`src/tdmta_params.svh`:
```
`ifndef TDMTA_PARAMS_SVH
`define TDMTA_PARAMS_SVH
// register byte offsets
`define TDMTA_CTRL_OFS 12'h000
`define TDMTA_OTS_OFS 12'h004
`define TDMTA_IMR_OFS 12'h008
`define TDMTA_STAT_OFS 12'h00c
`define TDMTA_SIC_BASE 12'h100
`define TDMTA_SOC_BASE 12'h200
// control_register fields
`define TDMTA_IN_POL_BIT 7
`define TDMTA_IN_POS_BIT 9
`define TDMTA_CKIN_LSB 5
`define TDMTA_DIV_MODE_BIT 10
// out_timing_select_register fields, four bits per group except the two-bit pair 3 select
`define TDMTA_FP_POL_LSB 0
`define TDMTA_FP_POS_LSB 4
`define TDMTA_CK_POL_LSB 8
`define TDMTA_P3_SEL_LSB 12
// internal_mode_register: [3:0] pulse enables, [7:4] clock enables
`define TDMTA_FP_EN_LSB 0
`define TDMTA_CK_EN_LSB 4
// stream control fields
`define TDMTA_RATE_LSB 0
`define TDMTA_SMP_LSB 4
`define TDMTA_IBD_LSB 6
`define TDMTA_OAD_LSB 4
`define TDMTA_OFA_LSB 7
`define TDMTA_HZA_LSB 9
// reset values
`define TDMTA_CTRL_RST 16'h0000
`define TDMTA_OTS_RST 16'h0000
`define TDMTA_IMR_RST 16'h00ff
`define TDMTA_SIC_RST 16'h0020
`define TDMTA_SOC_RST 16'h0000
// timing: frame period and the time-base unit rate
`define TDMTA_FRAME_NS 125000
`define TDMTA_UNIT_KHZ 65536
`define TDMTA_FRAME_UNITS ((64'd125000 * 64'd65536) / 64'd1000000)
`endif

```
`src/tdmta_pkg.sv`:
```
package tdmta_pkg;
   typedef enum logic [1:0] {
      TDMTA_R2M,
      TDMTA_R4M,
      TDMTA_R8M,
      TDMTA_R16M
   } tdmta_rate_t;
   typedef logic [15:0] tdmta_reg_t;
endpackage

```
`src/tdmta_core.sv`:
```
`include "tdmta_params.svh"
// Notes on behaviour
// - st-bus: boundary at clock fall, pulse low
// - gci: boundary at clock rise, pulse high
// - reset st-bus; gci input needs both bits
// - output gci needs polarity and position set
// - per-clock polarity bit, default negative-going
// - each frame pulse format set independently
// - four pulses, four clocks, 8 khz frames
// - defaults align all outputs at boundary
// - pairs 0-2 fixed clocks and pulse widths
// - pair 3 rate selectable, width follows
// - disabled pulse or clock output floats
// - divided mode: no clock above input clock
// - input whole-bit delay 0 to 7
// - input sample point quarters, default 3/4
// - 16 mbps sample: 1/2 default, or 4/4
// - output whole-bit advance 0 to 7
// - output fractional advance in quarter bits
// - 16 mbps fraction only 0 or 1/2
// - hiz strobe follows its stream timing
// - hiz strobe extra advance up to 4/4
// - 16 mbps hiz advance 0, 1/2, 1
// - divided mode timed from input timing
module tdmta_core
   import tdmta_pkg::*;
#(
   parameter int NSTR = 16,
   parameter int NHIZ = 8,
   parameter int UNIT_DIV = 1
) (
   input wire logic pclk,
   input wire logic presetn,
   input wire logic [11:0] paddr,
   input wire logic psel,
   input wire logic penable,
   input wire logic pwrite,
   input wire logic [31:0] pwdata,
   input wire logic [3:0] pstrb,
   output logic [31:0] prdata,
   output logic pready,
   output logic pslverr,
   input wire logic in_frame_pulse_pin,
   input wire logic [NSTR-1:0] in_stream,
   output logic [NSTR*8-1:0] rx_byte,
   output logic [NSTR-1:0] rx_valid,
   input wire logic [NSTR*8-1:0] tx_byte,
   input wire logic [NSTR-1:0] tx_active,
   output logic [NSTR-1:0] tx_load,
   output logic [NSTR-1:0] out_stream,
   output logic [NSTR-1:0] out_stream_oe_n,
   output logic [NHIZ-1:0] ext_hiz_control,
   output logic [3:0] out_clock_pin,
   output logic [3:0] out_clock_pin_oe_n,
   output logic [3:0] out_frame_pulse_pin,
   output logic [3:0] out_frame_pulse_pin_oe_n,
   output logic frame_boundary
);

   // quarter-bit count to time-base units at a given rate
   function automatic logic [12:0] q2u(input logic [1:0] r, input logic [5:0] qt);
      q2u = 13'(qt) << (2'd3 - r);
   endfunction

   function automatic logic [12:0] bmask(input logic [1:0] r);
      bmask = (13'h0020 >> r) - 13'h0001;
   endfunction

   function automatic logic [2:0] bidx(input logic [1:0] r, input logic [12:0] t);
      logic [12:0] s;
      s = t >> (3'd5 - {1'b0, r});
      bidx = s[2:0];
   endfunction

   function automatic logic [15:0] wmerge(input logic [15:0] old,
                                          input logic [31:0] d,
                                          input logic [3:0] be);
      logic [15:0] m;
      m = {{8{be[1]}}, {8{be[0]}}};
      wmerge = (old & ~m) | (d[15:0] & m);
   endfunction

   tdmta_reg_t ctrl_r, ots_r, imr_r, ots_a;
   tdmta_reg_t sic_r [NSTR];
   tdmta_reg_t soc_r [NSTR];
   tdmta_reg_t sic_a [NSTR];
   tdmta_reg_t soc_a [NSTR];
   logic [31:0] prdata_r;
   logic [7:0] div_r;
   logic [12:0] pos_r;
   logic fp_in_d_r;
   logic unit_en, wrap, resync, in_act, gci_in;
   logic acc, wr, hit;
   logic [3:0] ck_nxt, fp_nxt;

   // ---------------- apb slave ----------------
   assign acc = psel & penable;
   assign wr = acc & pwrite;
   assign pready = 1'b1;
   assign prdata = prdata_r;

   always_comb begin
      hit = (paddr == `TDMTA_CTRL_OFS) || (paddr == `TDMTA_OTS_OFS) ||
            (paddr == `TDMTA_IMR_OFS) || (paddr == `TDMTA_STAT_OFS);
      for (int k = 0; k < NSTR; k++) begin
         if (paddr == `TDMTA_SIC_BASE + 12'(4 * k)) begin
            hit = 1'b1;
         end
         if (paddr == `TDMTA_SOC_BASE + 12'(4 * k)) begin
            hit = 1'b1;
         end
      end
   end

   // an unmapped access still completes; the error only flags it
   assign pslverr = acc & ~hit;

   // read data is prepared in the setup cycle so access ends in one cycle
   always_ff @(posedge pclk or negedge presetn) begin
      if (!presetn) begin
         prdata_r <= 32'h0000_0000;
      end else if (psel && !penable && !pwrite) begin
         prdata_r <= 32'h0000_0000;
         if (paddr == `TDMTA_CTRL_OFS) prdata_r <= {16'h0000, ctrl_r};
         if (paddr == `TDMTA_OTS_OFS) prdata_r <= {16'h0000, ots_r};
         if (paddr == `TDMTA_IMR_OFS) prdata_r <= {16'h0000, imr_r};
         if (paddr == `TDMTA_STAT_OFS) prdata_r <= {19'h0_0000, pos_r};
         for (int k = 0; k < NSTR; k++) begin
            if (paddr == `TDMTA_SIC_BASE + 12'(4 * k)) prdata_r <= {16'h0000, sic_r[k]};
            if (paddr == `TDMTA_SOC_BASE + 12'(4 * k)) prdata_r <= {16'h0000, soc_r[k]};
         end
      end
   end

   always_ff @(posedge pclk or negedge presetn) begin
      if (!presetn) begin
         ctrl_r <= `TDMTA_CTRL_RST;
         ots_r <= `TDMTA_OTS_RST;
         imr_r <= `TDMTA_IMR_RST;
         for (int k = 0; k < NSTR; k++) begin
            sic_r[k] <= `TDMTA_SIC_RST;
            soc_r[k] <= `TDMTA_SOC_RST;
         end
      end else if (wr) begin
         if (paddr == `TDMTA_CTRL_OFS) ctrl_r <= wmerge(ctrl_r, pwdata, pstrb);
         if (paddr == `TDMTA_OTS_OFS) ots_r <= wmerge(ots_r, pwdata, pstrb);
         if (paddr == `TDMTA_IMR_OFS) imr_r <= wmerge(imr_r, pwdata, pstrb);
         for (int k = 0; k < NSTR; k++) begin
            if (paddr == `TDMTA_SIC_BASE + 12'(4 * k)) begin
               sic_r[k] <= wmerge(sic_r[k], pwdata, pstrb);
            end
            if (paddr == `TDMTA_SOC_BASE + 12'(4 * k)) begin
               soc_r[k] <= wmerge(soc_r[k], pwdata, pstrb);
            end
         end
      end
   end

   // ---------------- time base ----------------
   // one unit per UNIT_DIV cycles; every rate is a power-of-two multiple
   assign unit_en = (div_r == 8'(UNIT_DIV - 1));

   always_ff @(posedge pclk or negedge presetn) begin
      if (!presetn) begin
         div_r <= 8'h00;
      end else if (unit_en) begin
         div_r <= 8'h00;
      end else begin
         div_r <= div_r + 8'h01;
      end
   end

   assign gci_in = ctrl_r[`TDMTA_IN_POS_BIT] & ctrl_r[`TDMTA_IN_POL_BIT];
   assign in_act = gci_in ? in_frame_pulse_pin : ~in_frame_pulse_pin;
   // the trailing edge of the input pulse marks the boundary, so a pulse
   // arriving early restarts the frame at once instead of waiting for a wrap
   assign resync = fp_in_d_r & ~in_act;
   assign wrap = unit_en && (pos_r == 13'(`TDMTA_FRAME_UNITS - 64'd1));

   always_ff @(posedge pclk or negedge presetn) begin
      if (!presetn) begin
         fp_in_d_r <= 1'b0;
      end else begin
         fp_in_d_r <= in_act;
      end
   end

   // frame position follows the input frame pulse, so output timing
   // carries exactly the input timing's jitter
   always_ff @(posedge pclk or negedge presetn) begin
      if (!presetn) begin
         pos_r <= 13'h0000;
      end else if (resync) begin
         pos_r <= 13'h0000;
      end else if (unit_en) begin
         pos_r <= pos_r + 13'h0001;
      end
   end

   always_ff @(posedge pclk or negedge presetn) begin
      if (!presetn) begin
         frame_boundary <= 1'b0;
      end else begin
         frame_boundary <= wrap | resync;
      end
   end

   // active copies change only at a boundary, never mid-frame
   always_ff @(posedge pclk or negedge presetn) begin
      if (!presetn) begin
         ots_a <= `TDMTA_OTS_RST;
         for (int k = 0; k < NSTR; k++) begin
            sic_a[k] <= `TDMTA_SIC_RST;
            soc_a[k] <= `TDMTA_SOC_RST;
         end
      end else if (wrap || resync) begin
         ots_a <= ots_r;
         for (int k = 0; k < NSTR; k++) begin
            sic_a[k] <= sic_r[k];
            soc_a[k] <= soc_r[k];
         end
      end
   end

   // ---------------- output clocks and frame pulses ----------------
   generate
      for (genvar n = 0; n < 4; n++) begin : g_pair
         logic [1:0] rk;
         logic [1:0] in_k;
         logic [12:0] half;
         logic win, inval, gci_o;
         // pair 3 rate is software selected, the rest are fixed
         assign rk = (n == 3) ? ots_a[`TDMTA_P3_SEL_LSB +: 2] : 2'(n);
         assign half = 13'h0008 >> rk;
         assign in_k = (ctrl_r[`TDMTA_CKIN_LSB +: 2] == 2'b00) ? 2'd2 :
                       (ctrl_r[`TDMTA_CKIN_LSB +: 2] == 2'b01) ? 2'd1 : 2'd0;
         // an out-of-range pair parks its clock low and its pulse inactive
         // rather than running at a rate the input clock cannot support
         assign inval = ctrl_r[`TDMTA_DIV_MODE_BIT] && (rk > in_k);
         assign gci_o = ots_a[`TDMTA_FP_POL_LSB + n] & ots_a[`TDMTA_FP_POS_LSB + n];
         // st-bus pulse straddles the boundary; gci pulse follows it
         assign win = gci_o ? (pos_r < (half << 1)) :
                      ((pos_r < half) || (pos_r >= 13'h0000 - half));
         always_comb begin
            ck_nxt[n] = pos_r[2'd3 - rk] ^ ots_a[`TDMTA_CK_POL_LSB + n];
            fp_nxt[n] = gci_o ? win : ~win;
            if (inval) begin
               ck_nxt[n] = 1'b0;
               fp_nxt[n] = ~gci_o;
            end
         end
      end
   endgenerate

   always_ff @(posedge pclk or negedge presetn) begin
      if (!presetn) begin
         out_clock_pin <= 4'h0;
         out_frame_pulse_pin <= 4'hf;
      end else begin
         out_clock_pin <= ck_nxt;
         out_frame_pulse_pin <= fp_nxt;
      end
   end

   // enables act at once: a floated pin needs no frame alignment
   assign out_frame_pulse_pin_oe_n = ~imr_r[`TDMTA_FP_EN_LSB +: 4];
   assign out_clock_pin_oe_n = ~imr_r[`TDMTA_CK_EN_LSB +: 4];

   // ---------------- per-stream input alignment ----------------
   generate
      for (genvar i = 0; i < NSTR; i++) begin : g_in
         logic [1:0] r, sc;
         logic [2:0] d;
         logic [5:0] s;
         logic [12:0] y;
         logic samp;
         logic [6:0] sh_r;
         assign r = sic_a[i][`TDMTA_RATE_LSB +: 2];
         assign sc = sic_a[i][`TDMTA_SMP_LSB +: 2];
         assign d = sic_a[i][`TDMTA_IBD_LSB +: 3];
         // at 16 mbps only the half and full bit sample points exist
         assign s = (r == TDMTA_R16M) ? ((sc == 2'b11) ? 6'd4 : 6'd2)
                                      : 6'({1'b0, sc} + 3'd1);
         // the whole-bit delay keeps the sample grid and only moves the bit index
         assign y = pos_r - q2u(r, {1'b0, d, 2'b00} + s);
         assign samp = unit_en && ((y & bmask(r)) == 13'h0000);
         always_ff @(posedge pclk or negedge presetn) begin
            if (!presetn) begin
               sh_r <= 7'h00;
               rx_byte[i*8 +: 8] <= 8'h00;
               rx_valid[i] <= 1'b0;
            end else begin
               rx_valid[i] <= 1'b0;
               if (samp) begin
                  sh_r <= {sh_r[5:0], in_stream[i]};
                  if (bidx(r, y) == 3'd7) begin
                     rx_byte[i*8 +: 8] <= {sh_r, in_stream[i]};
                     rx_valid[i] <= 1'b1;
                  end
               end
            end
         end
      end
   endgenerate

   // ---------------- per-stream output advancement ----------------
   generate
      for (genvar i = 0; i < NSTR; i++) begin : g_out
         logic [1:0] r, fc;
         logic [2:0] ad, hc;
         logic [5:0] f, h;
         logic [12:0] z, zh;
         logic bst, hst;
         logic [7:0] byte_r;
         logic act_r;
         assign r = soc_a[i][`TDMTA_RATE_LSB +: 2];
         assign ad = soc_a[i][`TDMTA_OAD_LSB +: 3];
         assign fc = soc_a[i][`TDMTA_OFA_LSB +: 2];
         assign hc = soc_a[i][`TDMTA_HZA_LSB +: 3];
         assign f = (r == TDMTA_R16M) ? {4'h0, fc[1], 1'b0} : {4'h0, fc};
         // advancing the data means looking ahead in frame position
         assign z = pos_r + q2u(r, {1'b0, ad, 2'b00} + f);
         assign bst = unit_en && ((z & bmask(r)) == 13'h0000);
         always_ff @(posedge pclk or negedge presetn) begin
            if (!presetn) begin
               byte_r <= 8'h00;
               act_r <= 1'b0;
               tx_load[i] <= 1'b0;
               out_stream[i] <= 1'b1;
            end else begin
               tx_load[i] <= 1'b0;
               if (bst) begin
                  if (bidx(r, z) == 3'd0) begin
                     // channel start: bit 7 leaves first
                     byte_r <= tx_byte[i*8 +: 8];
                     act_r <= tx_active[i];
                     tx_load[i] <= 1'b1;
                     out_stream[i] <= tx_byte[i*8 + 7];
                  end else begin
                     out_stream[i] <= byte_r[3'd7 - bidx(r, z)];
                  end
               end
            end
         end
         // the bus drivers themselves are off in idle channels
         assign out_stream_oe_n[i] = ~act_r;
         if (i < NHIZ) begin : g_hz
            logic hz_r;
            // values above a full bit clamp to a full bit
            assign h = (hc > 3'd4) ? 6'd4 :
                       (r == TDMTA_R16M) ? {3'h0, hc[2:1], 1'b0} : {3'h0, hc};
            // the strobe leads its data by the extra advance, on top of the data's own
            assign zh = z + q2u(r, h);
            assign hst = unit_en && ((zh & bmask(r)) == 13'h0000);
            always_ff @(posedge pclk or negedge presetn) begin
               if (!presetn) begin
                  hz_r <= 1'b1;
               end else if (hst && (bidx(r, zh) == 3'd0)) begin
                  hz_r <= ~tx_active[i];
               end
            end
            assign ext_hiz_control[i] = hz_r;
         end else begin : g_nohz
            assign h = 6'h00;
            assign zh = z;
            assign hst = 1'b0;
         end
      end
   endgenerate

endmodule

```
`config.mk`:
```
export PLATFORM = sky130hd
export DESIGN_NAME = tdmta_core
export DESIGN_NICKNAME = d
export VERILOG_FILES = /design/src/tdmta_pkg.sv /design/src/tdmta_core.sv
export VERILOG_INCLUDE_DIRS = /design/src /design/src/src
export SDC_FILE = /design/constraint.sdc
export NUM_CORES = 2
export LEC_CHECK = 0
export BUFFER_PORTS_ARGS = -buffer_cell sky130_fd_sc_hd__buf_2
export CAP_MARGIN = 10
export CORE_MARGIN = 2
export CORE_UTILIZATION = 60
export CTS_CLUSTER_SIZE = 20
export DETAILED_ROUTE_END_ITERATION = 10
export PLACE_DENSITY = 0.89
export SETUP_SLACK_MARGIN = 0.4
export SYNTH_ARGS = -nofsm -noshare
export SYNTH_HDL_FRONTEND = slang
export SYNTH_SLANG_ARGS = --single-unit
```
`constraint.sdc`:
```
create_clock -name pclk -period 8.1 [get_ports pclk]
set_input_delay 0.81 -clock pclk [delete_from_list [all_inputs] [get_ports pclk]]
set_output_delay 0.81 -clock pclk [all_outputs]
set_load 0.05 [all_outputs]
```
Word level (Yosys, flattened, before mapping)
Index checks and enable logic that the tools add are counted.
- logic and storage cells: 1283
- input port bits: 214
- register bits after elaboration: 1389
- output and inout port bits: 251
- equal/unequal tests: 101
- bitwise operators: 163
- shift-type cells: 113
- order comparisons: 39
- mux-type cells: 268
- reduce and logical (&&, ||, !) cells: 200
- add/subtract/negate cells: 204
- operators by type and width (operator ; count):
    bitwise AND 16 bit ; 36
    two-way mux 32 bit ; 18
    bitwise OR 16 bit ; 35
    bitwise AND 13 bit ; 40
    zero test 13 bit ; 40
    right shift 13 x 3 -> 3 bit ; 40
    << shifter 6 x 2 -> 13 bit ; 32
    right shift 6 x 2 -> 13 bit, first input constant ; 32
    subtractor 13 x 1 -> 13 bit, second input constant ; 32
    adder 13 bit ; 24
    two-way mux 16 bit ; 18
    subtractor 13 bit ; 16
    equality test 12 x 10 -> 1 bit, second input constant ; 16
    equality test 12 x 9 -> 1 bit, second input constant ; 16
    two-way mux 1 bit ; 171
    AND reduction 2 bit ; 67
    two-way mux 3 bit ; 40
    << shifter 3 x 2 -> 13 bit ; 8
    adder 5 x 2 -> 6 bit ; 16
    adder 5 x 3 -> 6 bit ; 16
    equality test 2 bit, second input constant ; 48
    subtractor 3 x 2 -> 3 bit, first input constant ; 32
    zero test 3 bit ; 24
    subtractor 2 bit, first input constant ; 33
    42 further kinds ; 238

Depth between registers and ports, before layout
- word-level depth: 38
- depth in mapped cells: 19
- depth with buffers taken out: 18

Least setup slack after synthesis
Ideal clock, no wire load.
- path type: flip-flop to flip-flop
- start: register pos_r[1]
- end: register g_out[6].byte_r[0]
- library setup time: 0.125 ns
- cell stages (with the launch flop): 12
- arrival: 5.174 ns
- setup slack: 2.801 ns
- data required time: 7.975 ns
- period minus slack after synthesis: 5.299 ns
- buffers on the path: 1
- path through: dfrtp_1 fa_1 a211oi_2 o21bai_4 a31oi_4 mux2_1 o22ai_1 a31oi_1 or3_4 or4b_4 buf_6 mux2_4
- longest elaborated chain between the ends: 5
- elaborated cells between the ends (all ways): 7
- classes of those cells: add/sub (1); shift (1); bitwise (1); reduce/logical (4)
- ends and longest elaborated chain (what ; line ; source):
    start: declaration ; tdmta_core.sv:90 ; logic [12:0] pos_r;
    start signal: assignment ; tdmta_core.sv:196 ; pos_r <= pos_r + 13'h0001;
    adder 13 bit * ; tdmta_core.sv:322 ; assign z = pos_r + q2u(r, {1'b0, ad, 2'b00} + f);
    bitwise AND 13 bit ; tdmta_core.sv:323 ; assign bst = unit_en && ((z & bmask(r)) == 13'h0000);
    zero test 13 bit ; tdmta_core.sv:323 ;
    logical AND 1 bit ; tdmta_core.sv:323 ;
    AND reduction 2 bit (no source line) * ; -- ;
    end signal: assignment ; tdmta_core.sv:335 ; byte_r <= tx_byte[i*8 +: 8];
    end: declaration ; tdmta_core.sv:314 ; logic [7:0] byte_r;
Every way passes the cells marked *; elsewhere a longest branch is shown, timed or not.
A chain may end at the register's enable or synchronous reset.

Worst setup path after layout
- start: input paddr[2]
- end: output pslverr
- longest elaborated chain between the ends: 38
- elaborated cells between the ends (all ways): 73
- classes of those cells: eq/ne (35); mux (32); bitwise (2); reduce/logical (4)
- ends and longest elaborated chain (what ; line ; source):
    start: declaration ; tdmta_core.sv:34 ; input wire logic [11:0] paddr,
    equality test 12 x 3 -> 1 bit (no source line) / zero test 12 bit (equally long branches) ; -- ;
    logical OR 1 bit (3 in a row) ; tdmta_core.sv:103 ; hit = (paddr == `TDMTA_CTRL_OFS) || (paddr == `TDMTA_OTS_OFS) ||
    two-way mux 1 bit ; tdmta_core.sv:106 ; if (paddr == `TDMTA_SIC_BASE + 12'(4 * k)) begin
    two-way mux 1 bit ; tdmta_core.sv:109 ; if (paddr == `TDMTA_SOC_BASE + 12'(4 * k)) begin
    two-way mux 1 bit ; tdmta_core.sv:106 ;
    two-way mux 1 bit ; tdmta_core.sv:109 ;
    two-way mux 1 bit ; tdmta_core.sv:106 ;
    two-way mux 1 bit ; tdmta_core.sv:109 ;
    (+20 left out) ; -- ;
    two-way mux 1 bit ; tdmta_core.sv:106 ;
    two-way mux 1 bit ; tdmta_core.sv:109 ;
    two-way mux 1 bit ; tdmta_core.sv:106 ;
    two-way mux 1 bit ; tdmta_core.sv:109 ;
    two-way mux 1 bit ; tdmta_core.sv:106 ;
    two-way mux 1 bit * ; tdmta_core.sv:109 ;
    NOT 1 bit * ; tdmta_core.sv:116 ; assign pslverr = acc & ~hit;
    bitwise AND 1 bit * ; tdmta_core.sv:116 ;
    end: declaration ; tdmta_core.sv:42 ; output logic pslverr,
Marked as above.

==> results.md <==
* Iter 0 DRT Violations at 8,037
* Critical-path cell list: buf_2, buf_4, nor4b_2, nand2_1, nor2_2, buf_4, nor3_1, nand4_1, nor3_1, nand4_1, nor4_1, buf_2
* CTS resizes at 0
* I/O pins at 465
* Layout cells sized above 1 at 0.2599
* Seq cells post-synth at 1,293
* Number of synthesized flops with an enable pin at 0
* Clock power frac at 0.360
* Total CTS buffers at 142
* RSZ-0062 raised after global routing: false
* Drt first pass iters at 9
* Final setup skew at 0.02875 ns
* Worst vdd ir at 313.2 µV
* Sequential power share at 0.386
* Status: finished, final reports clean
* Net count, final at 8,832
* Top FF cell, synth: dfrtp_1
* Initial Utilization at 0.6051
* Rel. slew slack at 0.1125
* Die H at 370.9 µm
* Int Pwr at 0.01295 W
* WS Path Type: primary input to output pin
* Synthesized instance count at 7,798
* Clock latency at the later pin of the worst-skew pair at 0.80 ns
* Number of global-route vias before repair at 67,260
* Clock-pin slew on the worst setup and hold paths at 0.07 ns
* Area of the core at 133,500 µm²
* Final hold vios at 0
* Post-DP HPWL at 179,200 µm
* # hold bufs at CTS at 0
* Max clock buf depth at 3
* Setup repair bufs after CTS at 0
* Power per cell area at 213.1 nW/µm²
* Sw Share at 0.3221
* Period utilization at 0.7541
* Max incr delay on CP at 1.06 ns
* Sequential share of the synthesized area at 0.4017
* Max Slew Vio Count at 0
* HP Class: primary input to async pin
* Largest net degree at the start of global routing at 182
* Commonest non-fill, non-tap cells in the layout: dfrtp_1, mux2_2, nand2_1
* Vias per cell at 6.770
* Mapped Avg Cell Area at 10.36 µm²
* Arr. time, crit path at 5.30 ns
* Non-Filler Instances at 10,030
* Area grow syn2layout at 11.01%
* Ys async rst share at 1.000
* Tot GR Track Use at 0.3633
* Max FO, Critical Path at 33
* Sw power at 0.006152 W
* Root Driver: clkbuf_16
* Multi-input gate area at 46,040 µm²
* Die width at 370.9 µm
* Initial antenna violation count at 18
* Row count at 134
* Required time worst endpoint at 7.29 ns
* Drt wl/cell at 25.28 µm
* H-tree levels at 4
* Logic gate share of total power at 0.254
* Synth warnings at 0
* Max cap viols at 0
* Reg area at 32,460 µm²
* Gr ovfl total at 0
* Commonest non-fill, non-tap cell in the layout: dfrtp_1
* Global-route wire length before repair at 388,600 µm
* Synth unique cells at 111
* Residual DRC count at 0
* Mapped cell area at 80,750 µm²
* CTS Sinks at 1,293
* Fin Setup TNS at 0 ns
* CTS tree: yes
* Worst Setup End Kind: output pin
* Die Area at 137,500 µm²
* Via Count at 67,900
* Port bufs at 429
* Placed cells at 9,764
* Post-route ant nets at 0
* Worst setup margin at 1.992 ns
* CP bufs+invs at 4
* Final min period at 6.108 ns
* Critical path launch point type: primary input
* Worst-Margin Slew at 1.326 ns
* Pre-CTS setup slack at 2.401 ns
* Leakage at 42.72 nW
* Fill cells at 9,793
* Final setup violation count at 0
* Critical path's slowest cell: nor4_1
* Top cell family by delay on the critical path: simple AND/OR/NAND/NOR gates
* DRT Wirelength at 253,600 µm
* GP Congestion at 1.047
* F_max at 0.1637 GHz
## path summary, 6_finish.rpt
check | from | to | slack (ns) | depth (start not counted)
worst max-delay path | paddr[2] | pslverr | 1.99 | 12
worst min-delay path | presetn | g_out[6].byte_r[1] | 0.006 | 1
worst max register to register | pos_r[10] | g_in[3].d[2] | 2.79 | 6
worst min register to register | g_out[7].g_hz.hz_r | g_out[7].g_hz.hz_r | 0.47 | 2
max in group asynchronous | presetn | pos_r[12] | 6.19 | 3
min in group pclk | tx_active[3] | g_out[3].g_hz.hz_r | 0.17 | 2
## logic make-up after synthesis
| group | Yosys count | share of synthesized area |
|---|---|---|
| xor+xnor | 264 | 0.02863 |
| flops | 1293 | 0.4017 |
| buf+inv | 650 | 0.03203 |
| simple gates | 1970 | 0.1194 |
| other cells | 2 | 0.00009300 |
| compound gates | 1745 | 0.1459 |
| mux | 1397 | 0.1946 |
| fa+ha+maj | 477 | 0.07763 |
## power by group through the flow
stage                     Sequential (W)  Combinational (W)  Clock, W
after floorplan                  0.00796            0.00306         0
after global placement           0.00744            0.00460         0
after detailed placement         0.00748            0.00478         0
after CTS                        0.00738            0.00482   0.00693
after global routing             0.00743            0.00527   0.00720
final                            0.00737            0.00486   0.00687
## layout make-up
cell class | count | area share
multi-input cells | 5910 | 0.5136
flip-flops and latches | 1293 | 0.3621
clock buffers | 196 | 0.04437
repair buffers | 535 | 0.03423
well taps | 1768 | 0.02468
inverters | 259 | 0.01085
clock inverters | 59 | 0.009938
diodes | 10 | 0.0002792
## synth_stat cells, types with 172 or more instances
cell type / count / area, µm²
a21oi_1: 390 / 1952
clkbuf_1: 289 / 1085
dfrtp_1: 1225 / 30650
ha_1: 437 / 5468
inv_1: 247 / 927.1
mux2_2: 1166 / 13130
mux2i_1: 204 / 2042
nand2_1: 553 / 2076
nand3_1: 172 / 860.8
nor2_1: 500 / 1877
nor3_1: 186 / 930.9
o21ai_0: 368 / 1842
## per-stage QoR
| step | util | power, W | hold WS [ns] | area [µm²] |
|---|---|---|---|---|
| after floorplan | - | 0.01102 | 0.4118 | 80960 |
| after global placement | 0.6350 | 0.01204 | 0.4534 | 84740 |
| after detailed placement | 0.6350 | 0.01227 | 0.4538 | 84740 |
| after CTS | 0.6714 | 0.01913 | 0.02955 | 89610 |
| after global routing | 0.6715 | 0.01990 | 0.06313 | 89610 |
| final | 0.6717 | 0.01910 | 0.006279 | 89640 |
## routing by layer
metal	up-vias	part of all wire	wire, µm	global-route usage
li1	29530	-	-	-
met1	33320	0.37	94620	0.4547
met2	4001	0.45	114200	0.5651
met3	1033	0.11	27540	0.09958
met4	19	0.068	17120	0.2126
met5	-	0.00054	137	0
## worst register-to-register path, cell delays in order, from the launching register on
cell	delay (ns)
dfrtp_2	0.73
nand2_1	0.49
nor2_1	1.14
nand3_1	0.87
o21bai_4	0.87
buf_12	0.44
mux2_2	0.63
No activity file was read; power rests on OpenSTA's default activity.
